[config.mk]
export PLATFORM = sky130hd
export DESIGN_NAME = pcg_top
export DESIGN_NICKNAME = d
export VERILOG_FILES = /design/src/hdl/pcg_pkg.sv /design/src/hdl/pcg_top.sv /design/src/hdl/pcg_fifo.sv /design/src/hdl/pcg_engine.sv
export VERILOG_INCLUDE_DIRS = /design/src /design/src/hdl
export SDC_FILE = /design/constraint.sdc
export NUM_CORES = 1
export LEC_CHECK = 0
export BUFFER_PORTS_ARGS = -buffer_cell sky130_fd_sc_hd__buf_4
export CORE_MARGIN = 2
export CORE_UTILIZATION = 56
export CTS_CLUSTER_DIAMETER = 150
export DETAILED_ROUTE_END_ITERATION = 10
export PLACE_DENSITY = 0.86
export SLEW_MARGIN = 10
export SYNTH_ARGS = -nofsm -noshare
export SYNTH_HDL_FRONTEND = slang
export SYNTH_SLANG_ARGS = --single-unit
[constraint.sdc]
create_clock -name i_core_clk -period 3.6 [get_ports i_core_clk]
set_clock_uncertainty 0.2 [all_clocks]
set_input_delay 0.36 -clock i_core_clk [delete_from_list [all_inputs] [get_ports i_core_clk]]
set_output_delay 0.36 -clock i_core_clk [all_outputs]
set_load 0.05 [all_outputs]
[src/hdl/pcg_cfg.svh]
// Register offsets, field positions, reset values and sizes of the CRC generator
`ifndef PCG_CFG_SVH
`define PCG_CFG_SVH

// ==========================================
// Register word addresses
`define PCG_ADDR_W 2
`define PCG_ADDR_CTRL 2'h0
`define PCG_ADDR_TAP 2'h1
`define PCG_ADDR_DATA 2'h2

// ==========================================
// Control register fields
`define PCG_CTRL_IDLE 13
`define PCG_CTRL_CNT_LSB 8
`define PCG_CTRL_FULL 7
`define PCG_CTRL_EMPTY 6
`define PCG_CTRL_GO 4
`define PCG_CTRL_PLEN_LSB 0

// ==========================================
// Reset values and FIFO sizes
`define PCG_PLEN_RST 4'h0
`define PCG_TAP_RST 15'h0000
`define PCG_PLEN_SPLIT 4'h7
`define PCG_DEPTH_LONG 5'h08
`define PCG_DEPTH_SHORT 5'h10
`define PCG_FIFO_ENTRIES 16

`endif

[src/hdl/pcg_pkg.sv]
// Types shared by the CRC generator modules
package pcg_pkg;
    typedef logic [15:0] pcg_word_t;
    typedef logic [4:0] pcg_count_t;
    typedef enum logic {
        SH_OFF,
        SH_RUN
    } pcg_shift_t;
endpackage

[src/hdl/pcg_top.sv]
// Programmable CRC generator: registers, word counting and serial shifter
// Function
// - Taps for powers one to fifteen, length from a four-bit field.
// - Constant term always fed back; top term implied by the length field.
// - Shifting begins only after software writes shift_go as one.
// - FIFO depth is 8 when length field exceeds 7, else 16.
// - Data port takes byte writes as its smallest unit.
// - Count rises when the byte holding the word's top bit arrives.
// - Shifter runs while shift_go set and count nonzero, until zero.
// - Count falls once per word fully shifted into the engine.
// - Each word takes length field plus one cycles.
// - Full flag set when count equals current depth.
// - Empty flag set when count is zero.
// - A word write while full rolls count to zero, no interrupt.
// - Interrupt pulses when count goes from one to zero.
// - Length field holds polynomial length minus one.
// - Clearing shift_go stops the shifter only after FIFO empties.
// - With idle_stop_bit set, operation halts in Idle mode.
//
// Added by the designer: the strobed register port and the address map.
`timescale 1ns/1ns
`default_nettype none
`include "pcg_cfg.svh"
module pcg_top import pcg_pkg::*; (
    input wire logic i_core_clk,
    input wire logic i_rst_n,
    input wire logic i_clk_en,
    input wire logic i_idle_mode,
    input wire logic [`PCG_ADDR_W-1:0] i_addr,
    input wire logic [15:0] i_wdata,
    input wire logic [1:0] i_byte_en,
    input wire logic i_wr,
    input wire logic i_rd,
    output logic [15:0] o_rdata,
    output logic o_irq,
    output logic o_fifo_full_flag,
    output logic o_fifo_empty_flag
);
    // ==========================================
    // State
    logic idle_stop_bit_q;
    logic shift_go_q;
    logic [3:0] poly_length_minus_one_q;
    logic [15:1] polynomial_tap_register_q;
    logic [7:0] low_byte_q;
    pcg_count_t valid_word_count_q;
    pcg_count_t valid_word_count_d;
    logic [3:0] bit_cnt_q;
    pcg_shift_t shift_st_q;
    logic [15:0] rdata_q;
    logic irq_q;
    logic full_q;
    logic empty_q;

    // ==========================================
    // Register decode
    logic wr_ctrl;
    logic wr_tap;
    logic wr_data;
    logic [3:0] plen_d;
    logic long_word;
    assign wr_ctrl = i_clk_en && i_wr && (i_addr == `PCG_ADDR_CTRL);
    assign wr_tap = i_clk_en && i_wr && (i_addr == `PCG_ADDR_TAP);
    assign wr_data = i_clk_en && i_wr && (i_addr == `PCG_ADDR_DATA);
    assign plen_d = (wr_ctrl && i_byte_en[0]) ?
        i_wdata[`PCG_CTRL_PLEN_LSB +: 4] : poly_length_minus_one_q;
    assign long_word = poly_length_minus_one_q > `PCG_PLEN_SPLIT;

    // ==========================================
    // Word assembly from byte writes
    logic word_done;
    pcg_word_t push_word;
    // Top bit sits in the high byte only for lengths above eight
    assign word_done = wr_data && (long_word ? i_byte_en[1] : i_byte_en[0]);
    assign push_word = long_word ?
        {i_wdata[15:8], (i_byte_en[0] ? i_wdata[7:0] : low_byte_q)} :
        {8'h00, i_wdata[7:0]};

    // ==========================================
    // Depth, flags and counting
    pcg_count_t depth;
    pcg_count_t depth_d;
    logic full;
    logic empty;
    logic flush;
    logic run_en;
    logic running;
    logic shift_en;
    logic pop;
    logic fall_event;
    assign depth = long_word ? `PCG_DEPTH_LONG : `PCG_DEPTH_SHORT;
    assign depth_d = (plen_d > `PCG_PLEN_SPLIT) ? `PCG_DEPTH_LONG : `PCG_DEPTH_SHORT;
    assign full = valid_word_count_q == depth;
    assign empty = valid_word_count_q == 5'h00;
    // A word written while full throws the whole queue away
    assign flush = word_done && full;
    assign run_en = i_clk_en && !(idle_stop_bit_q && i_idle_mode);
    assign running = shift_go_q || (shift_st_q == SH_RUN);
    assign shift_en = run_en && running && !empty;
    assign pop = shift_en && (bit_cnt_q == poly_length_minus_one_q);
    assign valid_word_count_d = flush ? 5'h00 :
        5'(valid_word_count_q + {4'h0, word_done} - {4'h0, pop});
    assign fall_event = (valid_word_count_q == 5'h01) &&
        (valid_word_count_d == 5'h00) && !flush;

    // ==========================================
    // Store and engine
    pcg_word_t head;
    pcg_word_t rem;
    logic shift_bit;
    logic [3:0] bit_index;
    // Changing the length mid-word scrambles that word
    assign bit_index = 4'(poly_length_minus_one_q - bit_cnt_q);
    assign shift_bit = head[bit_index];

    pcg_fifo u_fifo (
        .i_core_clk(i_core_clk),
        .i_rst_n(i_rst_n),
        .i_push(word_done),
        .i_pop(pop),
        .i_flush(flush),
        .i_wdata(push_word),
        .o_head(head)
    );

    pcg_engine u_engine (
        .i_core_clk(i_core_clk),
        .i_rst_n(i_rst_n),
        .i_shift(shift_en),
        .i_clear(wr_tap),
        .i_bit(shift_bit),
        .i_plen(poly_length_minus_one_q),
        .i_taps(polynomial_tap_register_q),
        .o_rem(rem)
    );

    // ==========================================
    // Read mux
    logic [15:0] ctrl_view;
    logic [15:0] rd_mux;
    logic [15:0] rem_mask;
    assign ctrl_view = {2'b00, idle_stop_bit_q, valid_word_count_q, full, empty,
        1'b0, shift_go_q, poly_length_minus_one_q};
    assign rem_mask = 16'(17'h0_0002 << poly_length_minus_one_q) - 16'h0001;
    assign rd_mux = (i_addr == `PCG_ADDR_CTRL) ? ctrl_view :
        (i_addr == `PCG_ADDR_TAP) ? {polynomial_tap_register_q, 1'b0} :
        (i_addr == `PCG_ADDR_DATA) ? (rem & rem_mask) : 16'h0000;

    // ==========================================
    // Software registers
    always_ff @(posedge i_core_clk or negedge i_rst_n) begin
        if (!i_rst_n) begin
            idle_stop_bit_q <= 1'b0;
            shift_go_q <= 1'b0;
            poly_length_minus_one_q <= `PCG_PLEN_RST;
            polynomial_tap_register_q <= `PCG_TAP_RST;
        end else begin
            if (wr_ctrl && i_byte_en[1]) idle_stop_bit_q <= i_wdata[`PCG_CTRL_IDLE];
            if (wr_ctrl && i_byte_en[0]) shift_go_q <= i_wdata[`PCG_CTRL_GO];
            poly_length_minus_one_q <= plen_d;
            if (wr_tap && i_byte_en[1]) polynomial_tap_register_q[15:8] <= i_wdata[15:8];
            if (wr_tap && i_byte_en[0]) polynomial_tap_register_q[7:1] <= i_wdata[7:1];
        end
    end

    always_ff @(posedge i_core_clk or negedge i_rst_n) begin
        if (!i_rst_n) low_byte_q <= 8'h00;
        else if (wr_data && long_word && i_byte_en[0] && !i_byte_en[1]) low_byte_q <= i_wdata[7:0];
    end

    // ==========================================
    // Counter, shifter state and bit position
    always_ff @(posedge i_core_clk or negedge i_rst_n) begin
        if (!i_rst_n) valid_word_count_q <= 5'h00;
        else if (i_clk_en) valid_word_count_q <= valid_word_count_d;
    end

    always_ff @(posedge i_core_clk or negedge i_rst_n) begin
        if (!i_rst_n) begin
            shift_st_q <= SH_OFF;
        end else if (run_en) begin
            unique case (shift_st_q)
                SH_OFF: if (shift_go_q) shift_st_q <= SH_RUN;
                SH_RUN: if (!shift_go_q && empty) shift_st_q <= SH_OFF;
            endcase
        end
    end

    always_ff @(posedge i_core_clk or negedge i_rst_n) begin
        if (!i_rst_n) bit_cnt_q <= 4'h0;
        else if (flush) bit_cnt_q <= 4'h0;
        else if (pop) bit_cnt_q <= 4'h0;
        else if (shift_en) bit_cnt_q <= bit_cnt_q + 4'h1;
    end

    // ==========================================
    // Output flops
    always_ff @(posedge i_core_clk or negedge i_rst_n) begin
        if (!i_rst_n) begin
            rdata_q <= 16'h0000;
            irq_q <= 1'b0;
            full_q <= 1'b0;
            empty_q <= 1'b1;
        end else if (i_clk_en) begin
            rdata_q <= i_rd ? rd_mux : 16'h0000;
            irq_q <= fall_event;
            full_q <= valid_word_count_d == depth_d;
            empty_q <= valid_word_count_d == 5'h00;
        end
    end

    assign o_rdata = rdata_q;
    assign o_irq = irq_q;
    assign o_fifo_full_flag = full_q;
    assign o_fifo_empty_flag = empty_q;
endmodule // pcg_top
`default_nettype wire

[src/hdl/pcg_fifo.sv]
// Data word store of the CRC generator, sixteen entries
`timescale 1ns/1ns
`default_nettype none
`include "pcg_cfg.svh"
module pcg_fifo import pcg_pkg::*; (
    input wire logic i_core_clk,
    input wire logic i_rst_n,
    input wire logic i_push,
    input wire logic i_pop,
    input wire logic i_flush,
    input wire pcg_word_t i_wdata,
    output pcg_word_t o_head
);
    // ==========================================
    // Storage and pointers
    pcg_word_t mem [`PCG_FIFO_ENTRIES];
    logic [3:0] wr_ptr_q;
    logic [3:0] rd_ptr_q;

    assign o_head = mem[rd_ptr_q];

    // Flush drops everything queued, pending push included
    always_ff @(posedge i_core_clk or negedge i_rst_n) begin
        if (!i_rst_n) begin
            wr_ptr_q <= 4'h0;
            rd_ptr_q <= 4'h0;
        end else if (i_flush) begin
            wr_ptr_q <= 4'h0;
            rd_ptr_q <= 4'h0;
        end else begin
            if (i_push) wr_ptr_q <= wr_ptr_q + 4'h1;
            if (i_pop) rd_ptr_q <= rd_ptr_q + 4'h1;
        end
    end

    always_ff @(posedge i_core_clk) begin
        if (i_push && !i_flush) mem[wr_ptr_q] <= i_wdata;
    end
endmodule // pcg_fifo
`default_nettype wire

[src/hdl/pcg_engine.sv]
// Serial CRC remainder register with programmable length and taps
`timescale 1ns/1ns
`default_nettype none
`include "pcg_cfg.svh"
module pcg_engine import pcg_pkg::*; (
    input wire logic i_core_clk,
    input wire logic i_rst_n,
    input wire logic i_shift,
    input wire logic i_clear,
    input wire logic i_bit,
    input wire logic [3:0] i_plen,
    input wire logic [15:1] i_taps,
    output pcg_word_t o_rem
);
    pcg_word_t rem_q;
    pcg_word_t rem_d;
    logic fb;

    // ==========================================
    // Feedback from the top stage of the programmed length
    assign fb = i_bit ^ rem_q[i_plen];
    assign rem_d[0] = fb;
    genvar gi;
    generate
        for (gi = 1; gi < 16; gi++) begin : g_stage
            // Stages above the length stay cleared
            assign rem_d[gi] = (4'(gi) <= i_plen) ?
                (rem_q[gi-1] ^ (fb & i_taps[gi])) : 1'b0;
        end
    endgenerate

    always_ff @(posedge i_core_clk or negedge i_rst_n) begin
        if (!i_rst_n) rem_q <= 16'h0000;
        else if (i_clear) rem_q <= 16'h0000;
        else if (i_shift) rem_q <= rem_d;
    end

    assign o_rem = rem_q;
endmodule // pcg_engine
`default_nettype wire

==> key figures, run 1 <==
Worst setup path
  – CP Launch Type: flip-flop
  – Crit path DAT: between 3 and 4 ns
  – Worst Path Required: roughly 3.9 ns
  – WS Path Type: flip-flop to flip-flop
  – Slowest stage delay, CP: approximately 0.64 ns
  – Reg-to-reg slack, setup: ~0.043 ns
  – Critical path peak fanout: 11
  – Crit end category: flip-flop
  – Crit path max-delay cell type: or4b_2
  – Sequence of cells on the critical path: buf_12 -> mux4_1 -> mux4_2 -> o2111a_1 -> a21oi_2 -> a32oi_2 -> nand3_4 -> xor2_4 -> or4b_2 -> nand3_1

Synthesis
  – Register area share after synthesis: about two thirds
  – Synth Register Bits: between 300 and 400
  – Syn_nets: roughly 1000
  – Largest cells by area after synthesis: edfxtp_1, dfrtp_1, mux4_2
  – Synth top area share: about half
  – Top FF cell, synth: edfxtp_1
  – Commonest cells in the netlist: edfxtp_1, dfrtp_1, mux4_2
  – Mapped Area: 15000 µm²
  – Synth warnings: 0
  – Ys async rst share: roughly a quarter
  – Post-synthesis area per instance: ~15 µm²
  – Yosys cell types: 64
  – Yosys top cell by area: edfxtp_1
  – Post-synth EDFFs: roughly 260
  – Most common cell in the netlist: edfxtp_1
  – Mapped Cells: around 1000

Detailed routing
  – First DRT Iteration DRCs: 1466
  – Via count: between 9000 and 10000
  – Router iterations before antenna repair: 6
  – Detail Route Antenna Nets: 0
  – Wire per inst: ~27 µm
  – DR vias/cell: 6.82
  – Drt drc: 0
  – Aggregate routed wire length: 38.8 mm

Timing
  – # setup viols final: 0
  – Slew margin rel.: 33.6%
  – Max-slew violations: 0
  – Sum Neg Setup Slack: 0 ns
  – Fin worst setup slack: about 0.043 ns
  – Final hold violations: 0
  – Period utilization: between 90 and 100%
  – Worst Tran Pin Value: 0.988 ns
  – Peak Freq: approximately 0.28 GHz
  – Crit path time final: 3.56 ns

Global route
  – Via count of the first global-routing pass: 9747
  – First-pass GRT wire length: roughly 59 mm
  – GR Overflow Total: 0
  – Global Route Usage Sum: between 20 and 30%
  – Antenna violations before repair: 0
  – Pin count of the biggest net entering global routing: 75

Clock network
  – Clock sink total: between 300 and 400
  – CTS tree: done
  – Clk buf depth: 3
  – Root Driver: clkbuf_16
  – Clk_lat worst skew: 0.53 ns
  – Reg clk slew, reported paths: 0.06 ns
  – CTS buffer count: 34
  – Htree depth: 2

Floorplanning
  – Core area: around 26000 µm²
  – Die width: 168 µm
  – Rows: 59
  – Die Height: roughly 170 µm
  – Die area: approximately 28000 µm²
  – Initial Util: between 50 and 60%
  – Number of I/O pins: 45

Placement
  – Pre-CTS setup slack: around 0.066 ns
  – Dpl cells: about 1400
  – # port buffers: 44
  – Final GP Congestion: between 0.9 and 1
  – Post-DP HPWL: 24.4 mm

Power
  – Worst vdd ir: 511 µV
  – P_leak: 0.00630 µW
  – Cell area power density: about 760 nW/µm²

Finish
  – Final non-filler cell total: ~1500
  – Share of post-route cells with drive strength above 1: between 20 and 30%
  – N_diodes: 0
  – Nets: 1139
  – Area Overhead vs Synth: 17.2%

Min path
  – Worst min-delay path category: input pin to flip-flop

Run status
  – Outcome: finished clean

Flow run
  – MaxCap Viol Count: 0
==> routing by layer <==
metal,wire (µm),global-route usage [%],vias to the layer above
met1,13500,36.1,4926
met2,19300,47.2,787
li1,-,-,4049
met5,0,0,-
met3,4300,4.82,163
met4,1710,10.6,0
==> worst paths after layout <==
check | from | to | depth (start not counted)
worst max-delay path | u_fifo.rd_ptr_q[0]$_DFFE_PN0P_ | u_engine.o_rem[1]$_DFFE_PN0P_ | 10
worst min-delay path | i_byte_en[1] | idle_stop_bit_q$_DFFE_PN0P_ | 3
worst max register to register | u_fifo.rd_ptr_q[0]$_DFFE_PN0P_ | u_engine.o_rem[1]$_DFFE_PN0P_ | 10
worst min register to register | o_fifo_empty_flag$_DFFE_PN1P_ | o_fifo_empty_flag$_DFFE_PN1P_ | 2
max in group asynchronous | i_rst_n | u_fifo.rd_ptr_q[0]$_DFFE_PN0P_ | 2
min in group asynchronous | i_rst_n | low_byte_q[1]$_DFFE_PN0P_ | 2
==> sequential cells by signal (all words and copies together), names as in the netlist, 4 cells and up, named ones only <==
signal and cells:
bit_cnt_q 4, low_byte_q 8, o_rdata 16, polynomial_tap_register_q 15
u_engine.o_rem 16, u_fifo.mem 256, u_fifo.rd_ptr_q 4, u_fifo.wr_ptr_q 4
valid_word_count_q 5
==> cell type report <==
| cell class | instances | area (µm²) |
|---|---|---|
| well taps | 335 | 419 |
| clock buffers | 40 | 905 |
| inverters | 55 | 206 |
| fillers | 1644 | 8570 |
| flip-flops and latches | 338 | 9750 |
| multi-input cells | 532 | 4920 |
| repair buffers | 134 | 1120 |
| clock inverters | 22 | 239 |
==> layout by cell type, fill, tap and decap left out, drive strengths merged, types with 31 or more instances in the layout <==
master | synthesis | routed
a21oi | 34 | 34
clkbuf | 33 | 40
inv | 54 | 56
mux2 | 42 | 42
nand2 | 43 | 43
nand3 | 38 | 38
buf | 21 | 115
dfrtp | 81 | 81
o22ai | 31 | 31
mux4 | 68 | 68
edfxtp | 256 | 256
nor2 | 46 | 46
==> repair_timing <==
action                                 4_1_cts  5_1_grt
pin swaps                                    0        2
gates resized for setup                      0       10
setup endpoints to repair                    2       14
buffers inserted                             0        4
endpoints found under the hold margin      101        0
gates cloned                                 1        1
hold buffers                                19        0
==> logic make-up after synthesis <==
family	after synthesis	share of synthesized area (%)
DFF	338	65.0
AOI/OAI and AO/OA	141	6.20
xor gates and xnor gates	16	1.06
adders and majority gates	18	1.60
buffers and inverters	109	3.26
and+or+nand+nor	220	7.73
muxes	135	15.1
==> power by group <==
| group | internal (µW) | switching, µW | total [µW] |
|---|---|---|---|
| clock | 2110 | 1490 | 3600 |
| sequential | 4540 | 352 | 4890 |
| combinational | 2060 | 2880 | 4940 |
| total | 8710 | 4720 | 13400 |
==> through the flow <==
step	instance area, µm²	utilization [%]	hold WS, ns	power, µW
finish	17600	67.2	0.0259	13400
global route	17600	67.2	0.0405	13900
CTS	17400	66.7	0.0215	13000
detailed placement	16100	61.6	0.285	9250
global placement	16100	61.6	0.280	9050
floorplan	15000	-	-0.136	8010
==> worst max-delay path, delay by kind of cell (launching register included) <==
family / cells / cell delay, ns
compound gates: 3 / 0.51
xor+xnor: 1 / 0.19
buf+inv: 1 / 0.14
flops: 1 / 0.46
mux: 2 / 1.03
simple gates: 3 / 0.95
(Power assumes the default switching activity.)
==> run 2, diff against run 1 <==
Clock period 3.6 ns to 2.85 ns, I/O delays scaled along.
==> run 2 against run 1 <==
The run now ends with setup timing left; routed wire length up 7.0%; sequential power grew 25%; global-route usage is 1.8 points higher; die area is the same; sequential cell count is the same; sequential share of layout area decreased by 3.6 points; core utilization rose by 4.7 points; total power is 38% higher; combinational power up 60%; hold slack improved by 0.016 ns; critical path type unchanged; critical endpoint is now u_engine.o_rem[13]$_DFFE_PN0P_; largest cell class unchanged; largest power group unchanged.
==> key figures, run 2 (synthesis gave the netlist of run 1 again) <==
Floorplanning
  – Initial Util: 57.3% (unchanged)
  – Number of I/O pins: 45 (unchanged)
  – Die Height: 168 µm (unchanged)
  – Rows: 59 (unchanged)
  – Die width: 168 µm (unchanged)
  – Core area: 26100 µm² (unchanged)
  – Die area: 28100 µm² (unchanged)

Detailed routing
  – Router iterations before antenna repair: 6 (unchanged)
  – Via count: 10216 (was 9925)
  – Wire per inst: 26.8 µm (was 26.7 µm)
  – Drt drc: 0 (unchanged)
  – Aggregate routed wire length: 41.5 mm (was 38.8 mm)
  – First DRT Iteration DRCs: 1300 (was 1466)
  – DR vias/cell: 6.59 (was 6.82)
  – Detail Route Antenna Nets: 0 (unchanged)

Timing
  – WHS: 0.0417 ns (was 0.0259 ns)
  – Max-slew violations: 0 (unchanged)
  – Unrepaired setup endpoints after global routing: true
  – Peak Freq: 0.296 GHz (was 0.281 GHz)
  – # setup viols final: 20 (was 0)
  – Crit path time final: 3.38 ns (was 3.56 ns)
  – Worst Tran Pin Value: 0.709 ns (was 0.988 ns)
  – Fin worst setup slack: -0.531 ns (was 0.0425 ns)
  – Slew margin rel.: 52.3% (was 33.6%)
  – Final hold violations: 0 (unchanged)
  – Period utilization: 119% (was 98.8%)

Placement
  – Pre-CTS setup slack: -0.596 ns (was 0.0656 ns)
  – Post-DP HPWL: 25.0 mm (was 24.4 mm)
  – Final GP Congestion: 0.954 (was 0.939)
  – Area after DPL: 17000 µm² (was 16100 µm²)
  – # port buffers: 44 (unchanged)

Finish
  – Commonest non-fill, non-tap cell in the layout: edfxtp_1 (unchanged)
  – Most flops, register: u_fifo.mem (unchanged)
  – Multi-input logic area: 5210 µm² (was 4920 µm²)
  – Largest register FFs: 256 (unchanged)
  – N_diodes: 0 (unchanged)
  – Nets: 1235 (was 1139)
  – Commonest cells after routing, fill and taps aside: edfxtp_1, buf_4, dfrtp_1, mux4_2, inv_1 (unchanged)
  – Fillers: 1466 (was 1644)
  – Share of post-route cells with drive strength above 1: 38.1% (was 28.5%)
  – Design Area, Final: 18800 µm² (was 17600 µm²)
  – Register Area: 9750 µm² (unchanged)
  – Area Overhead vs Synth: 25.4% (was 17.2%)

Worst setup path
  – Critical path peak fanout: 5 (was 11)
  – Most frequent CP cell: mux4_2
  – Reg-to-reg slack, setup: -0.53 ns (was 0.04 ns)
  – Slowest stage delay, CP: 0.52 ns (was 0.64 ns)
  – Sequence of cells on the critical path: buf_12 -> buf_8 -> mux4_2 -> mux4_2 -> o2111a_1 -> a21oi_2 -> a32oi_2 -> nand3_4 -> xor2_4 -> buf_6 -> or4b_4 -> nand3_2 (was buf_12 -> mux4_1 -> mux4_2 -> o2111a_1 -> a21oi_2 -> a32oi_2 -> nand3_4 -> xor2_4 -> or4b_2 -> nand3_1)
  – Crit end category: flip-flop (unchanged)
  – WS Path Type: flip-flop to flip-flop (unchanged)
  – Crit path DAT: 3.64 ns (was 3.83 ns)
  – Worst Path Required: 3.11 ns (was 3.87 ns)
  – Crit path max-delay cell type: or4b_4 (was or4b_2)
  – CP Launch Type: flip-flop (unchanged)

Global route
  – GR Overflow Total: 0 (unchanged)
  – Met1 usage: 40.0% (was 36.1%)
  – Global routing's busiest layer: met2 (unchanged)
  – Pin count of the biggest net entering global routing: 43 (was 75)
  – First-pass GRT wire length: 62.1 mm (was 58.6 mm)
  – Global Route Usage Sum: 29.5% (was 27.7%)
  – Antenna violations before repair: 0 (unchanged)
  – Met3 GRT Util: 5.39% (was 4.82%)
  – Via count of the first global-routing pass: 10306 (was 9747)
  – Met2 GRT Util: 48.3% (was 47.2%)

Clock network
  – CTS tree: done (unchanged)
  – Reg clk slew, reported paths: 0.06 ns (about the same)
  – Htree depth: 2 (unchanged)
  – Root Driver: clkbuf_16 (unchanged)
  – Clock sink total: 338 (unchanged)
  – Clk buf depth: 3 (unchanged)
  – Clk_lat worst skew: 0.53 ns (about the same)
  – CTS buffer count: 35 (was 34)

Flow run
  – MaxCap Viol Count: 0 (unchanged)

Run status
  – Failing checks: setup timing
  – Outcome: finished with violations (was finished clean)

Power
  – Total power: 18500 µW (was 13400 µW)
  – P_leak: 0.00693 µW (was 0.00630 µW)
  – Worst vdd ir: 1400 µV (was 511 µV)
  – Cell area power density: 986 nW/µm² (was 765 nW/µm²)

Min path
  – Worst min-delay path category: input pin to flip-flop (unchanged)
run 2: cell count changes in the layout (fill, tap and decap cells not counted), moves of 6 or more:
cell / previous run / this run
buf_4: 108 / 183
buf_12: 5 / 20
nand3_1: 37 / 25
nand3_2: 0 / 11
or4b_4: 0 / 10
or4b_2: 9 / 0
mux2i_1: 25 / 18
mux2i_2: 0 / 7
nor4_2: 7 / 0
a21oi_1: 33 / 27
a21oi_2: 1 / 7
nor4_4: 0 / 6
run 2: what timing repair did:
item                                   in CTS  in global routing
gates resized for setup                    23                 33
setup endpoints to repair                  80                 54
setup buffers                              26                  3
hold buffers                               18                  0
endpoints found under the hold margin      71                  0
pin swaps                                  20                  7
gates cloned                                1                  0
run 2: final cells by class:
cell class	count	area share, %
inverter	55	1.13
timing repair buffer	231	11.0
clock buffer	48	5.36
sequential	338	51.9
multi-input combinational	530	27.7
clock inverter	14	0.626
tap	335	2.23
run 2: worst max-delay path: cells and delay by family, from the launching register on:
| family | cells | cell delay, ns |
|---|---|---|
| DFF | 1 | 0.50 |
| xor gates and xnor gates | 1 | 0.10 |
| AOI/OAI and AO/OA | 3 | 0.47 |
| buffers and inverters | 3 | 0.41 |
| muxes | 2 | 0.93 |
| and+or+nand+nor | 3 | 0.72 |
run 2: path summary, 6_finish.rpt:
kind                                                      from                        endpoint  depth (start not counted)
min in group asynchronous                              i_rst_n          o_rdata[1]$_DFFE_PN0P_                          2
worst min-delay path                                  i_clk_en          o_rdata[1]$_DFFE_PN0P_                          3
max in group asynchronous                              i_rst_n       low_byte_q[1]$_DFFE_PN0P_                          3
worst min register to register   o_fifo_empty_flag$_DFFE_PN1P_   o_fifo_empty_flag$_DFFE_PN1P_                          2
worst max register to register  u_fifo.rd_ptr_q[0]$_DFFE_PN0P_  u_engine.o_rem[13]$_DFFE_PN0P_                         12
worst max-delay path            u_fifo.rd_ptr_q[0]$_DFFE_PN0P_  u_engine.o_rem[13]$_DFFE_PN0P_                         12
run 2: routing by layer:
metal	part of all wire, %	up-vias
met1	37	5132
li1	-	4242
met3	9.5	143
met2	49	699
met4	4.1	0
met5	0	-
run 2: stage by stage:
step | std cells | TNS [ns] | util (%)
finish | 1551 | -8.76 | 71.9
global route | 1551 | -10.29 | 71.9
CTS | 1548 | -8.38 | 71.3
detailed placement | 1441 | -18.49 | 64.9
global placement | 1441 | -12.42 | 64.9
floorplan | 977 | -35.87 | -
run 2: power breakdown:
group          switching, µW  total [µW]  leakage [µW]  internal, µW
registers                364        6100       0.00338          5740
clock network           1870        4520      0.000555          2650
logic                   4130        7910       0.00300          3780
==> run 3, diff against run 2 <==
Settings changed: CORE_UTILIZATION 56 to 62, PLACE_DENSITY 0.86 to 0.89, SETUP_SLACK_MARGIN set to 0.5.
Clock period 2.85 ns to 3.8 ns, I/O delays scaled along.
==> run 3 against run 2 <==
The flow now finishes without violations; maximum frequency shrank 5.3%; sequential share of layout area grew 2.6 points; cell count shrank 6.6%; sequential power shrank 23%; setup slack gained 0.76 ns; core utilization grew 3.9 points; critical path type unchanged; critical endpoint is now u_engine.o_rem[10]$_DFFE_PN0P_.
==> key figures, run 3 (synthesis gave the netlist of run 1 again) <==
Run status
  – Outcome: finished clean (was finished with violations)

Worst setup path
  – Worst Path Required: 4.06 ns (was 3.11 ns)
  – Critical path peak fanout: 5 (unchanged)
  – CP Launch Type: flip-flop (unchanged)
  – WS Path Type: flip-flop to flip-flop (unchanged)
  – Crit path DAT: 3.83 ns (was 3.64 ns)
  – Crit end category: flip-flop (unchanged)

Clock network
  – Clk buf depth: 3 (unchanged)
  – CTS buffer count: 34 (was 35)
  – Htree depth: 2 (unchanged)
  – Reg clk slew, reported paths: 0.07 ns (was 0.06 ns)
  – Root Driver: clkbuf_16 (unchanged)
  – Clk_lat worst skew: 0.53 ns (about the same)
  – Clock sink total: 338 (unchanged)
  – CTS tree: done (unchanged)

Timing
  – Peak Freq: 0.280 GHz (was 0.296 GHz)
  – Unrepaired setup endpoints after global routing: true (unchanged)
  – Worst Tran Pin Value: 1.11 ns (was 0.709 ns)
  – WHS: 0.0377 ns (was 0.0417 ns)
  – # setup viols final: 0 (was 20)
  – Max-slew violations: 0 (unchanged)
  – Final hold violations: 0 (unchanged)
  – Sum Neg Setup Slack: 0 ns (was -8.76 ns)
  – Crit path time final: 3.57 ns (was 3.38 ns)
  – Slew margin rel.: 25.9% (was 52.3%)
  – Period utilization: 94.0% (was 119%)

Finish
  – Area Overhead vs Synth: 19.4% (was 25.4%)
  – Core Util, Final: 75.8% (was 71.9%)
  – Largest register FFs: 256 (unchanged)
  – N_diodes: 0 (unchanged)
  – Final non-filler cell total: 1449 (was 1551)
  – Most flops, register: u_fifo.mem (unchanged)
  – Share of post-route cells with drive strength above 1: 32.3% (was 38.1%)
  – Commonest non-fill, non-tap cell in the layout: edfxtp_1 (unchanged)
  – Commonest cells after routing, fill and taps aside: edfxtp_1, buf_4, dfrtp_1, mux4_2, inv_1 (unchanged)
  – Nets: 1149 (was 1235)

Floorplanning
  – Die Height: 159 µm (was 168 µm)
  – Rows: 56 (was 59)
  – Die width: 159 µm (was 168 µm)
  – Number of I/O pins: 45 (unchanged)
  – Die area: 25400 µm² (was 28100 µm²)
  – Core area: 23600 µm² (was 26100 µm²)
  – Initial Util: 63.5% (was 57.3%)

Placement
  – Dpl cells: 1342 (was 1441)
  – # port buffers: 44 (unchanged)
  – Final GP Congestion: 0.945 (was 0.954)
  – Post-DP HPWL: 23.4 mm (was 25.0 mm)

Global route
  – GR Overflow Total: 0 (unchanged)
  – Via count of the first global-routing pass: 10472 (was 10306)
  – Antenna violations before repair: 0 (unchanged)
  – First-pass GRT wire length: 62.7 mm (was 62.1 mm)
  – Pin count of the biggest net entering global routing: 66 (was 43)
  – Global Route Usage Sum: 32.9% (was 29.5%)

Detailed routing
  – Drt drc: 0 (unchanged)
  – Wire per inst: 29.2 µm (was 26.8 µm)
  – Detail Route Antenna Nets: 0 (unchanged)
  – First DRT Iteration DRCs: 1619 (was 1300)
  – Router iterations before antenna repair: 8 (was 6)
  – Via count: 10376 (was 10216)
  – DR vias/cell: 7.16 (was 6.59)
  – Aggregate routed wire length: 42.4 mm (was 41.5 mm)

Flow run
  – MaxCap Viol Count: 0 (unchanged)

Power
  – P_leak: 0.00646 µW (was 0.00693 µW)
  – Worst vdd ir: 639 µV (was 1400 µV)
  – Cell area power density: 797 nW/µm² (was 986 nW/µm²)

Min path
  – Worst min-delay path category: input pin to flip-flop (unchanged)
## run 3: cell types whose count changed in the layout (fill, tap and decap cells not counted), sizes merged, moves of 2 or more
cell      before  now
buf          212  126
clkbuf        48   38
bufinv         2    7
clkinvlp       1    4
inv           53   56
clkinv        13   11
xor2           8   10
## run 3: what timing repair did
item                       CTS  global route
hold endpoints to repair    92             0
buffers inserted            22             4
resized for setup           48            25
setup endpoints to repair   20            56
hold buffers                18             0
cloned                       2             0
pin swaps                   16            19
## run 3: cell type report
cell class	count	area, µm²
repair buffers	144	1220
fillers	1207	5720
multi-input cells	532	5110
inverters	55	210
clock inverters	23	324
clock buffers	38	876
well taps	319	399
flip-flops and latches	338	9760
## run 3: per-layer routing
layer  global-route usage (%)  vias to the layer above  routed length, µm
li1                         -                     4078                  -
met1                     41.6                     4975              14000
met2                     53.8                     1026              20200
met3                     6.36                      297               5130
met4                     18.8                        0               3070
met5                        0                        -                  0
## run 3: worst paths after layout
check	startpoint	endpoint	slack, ns	depth (start not counted)
worst max register to register	u_fifo.rd_ptr_q[0]$_DFFE_PN0P_	u_engine.o_rem[10]$_DFFE_PN0P_	0.23	12
max in group asynchronous	i_rst_n	u_engine.o_rem[15]$_DFFE_PN0P_	2.24	3
worst min-delay path	i_wr	idle_stop_bit_q$_DFFE_PN0P_	0.04	3
min in group asynchronous	i_rst_n	low_byte_q[6]$_DFFE_PN0P_	0.31	2
worst max-delay path	u_fifo.rd_ptr_q[0]$_DFFE_PN0P_	u_engine.o_rem[10]$_DFFE_PN0P_	0.23	12
worst min register to register	low_byte_q[2]$_DFFE_PN0P_	low_byte_q[2]$_DFFE_PN0P_	0.30	1
## run 3: metrics by stage
step                      power [µW]  setup slack [ns]  area (µm²)
after floorplan                 7600             0.171       15000
after global placement          8450             0.176       16000
after detailed placement        8630            0.0711       16000
after CTS                      13600             0.289       17800
after global routing           14600             0.177       17900
final                          14300             0.230       17900
## run 3: power by group
group          total (µW)  switching (µW)  internal, µW
registers            4720             414          4310
clock network        3590            1430          2160
logic                5950            3280          2670
total               14300            5130          9140
## run 3: worst max-delay path, stage by stage, from the launching register on
cell and delay (ns):
dfrtp_4 0.53, buf_6 0.16, buf_12 0.12, mux4_2 0.44, mux4_2 0.48, o2111a_1 0.27, a21oi_2 0.13, a32oi_2 0.09
nand3_4 0.23, xor2_4 0.14, buf_4 0.17, or4b_4 0.48, nand3_2 0.08
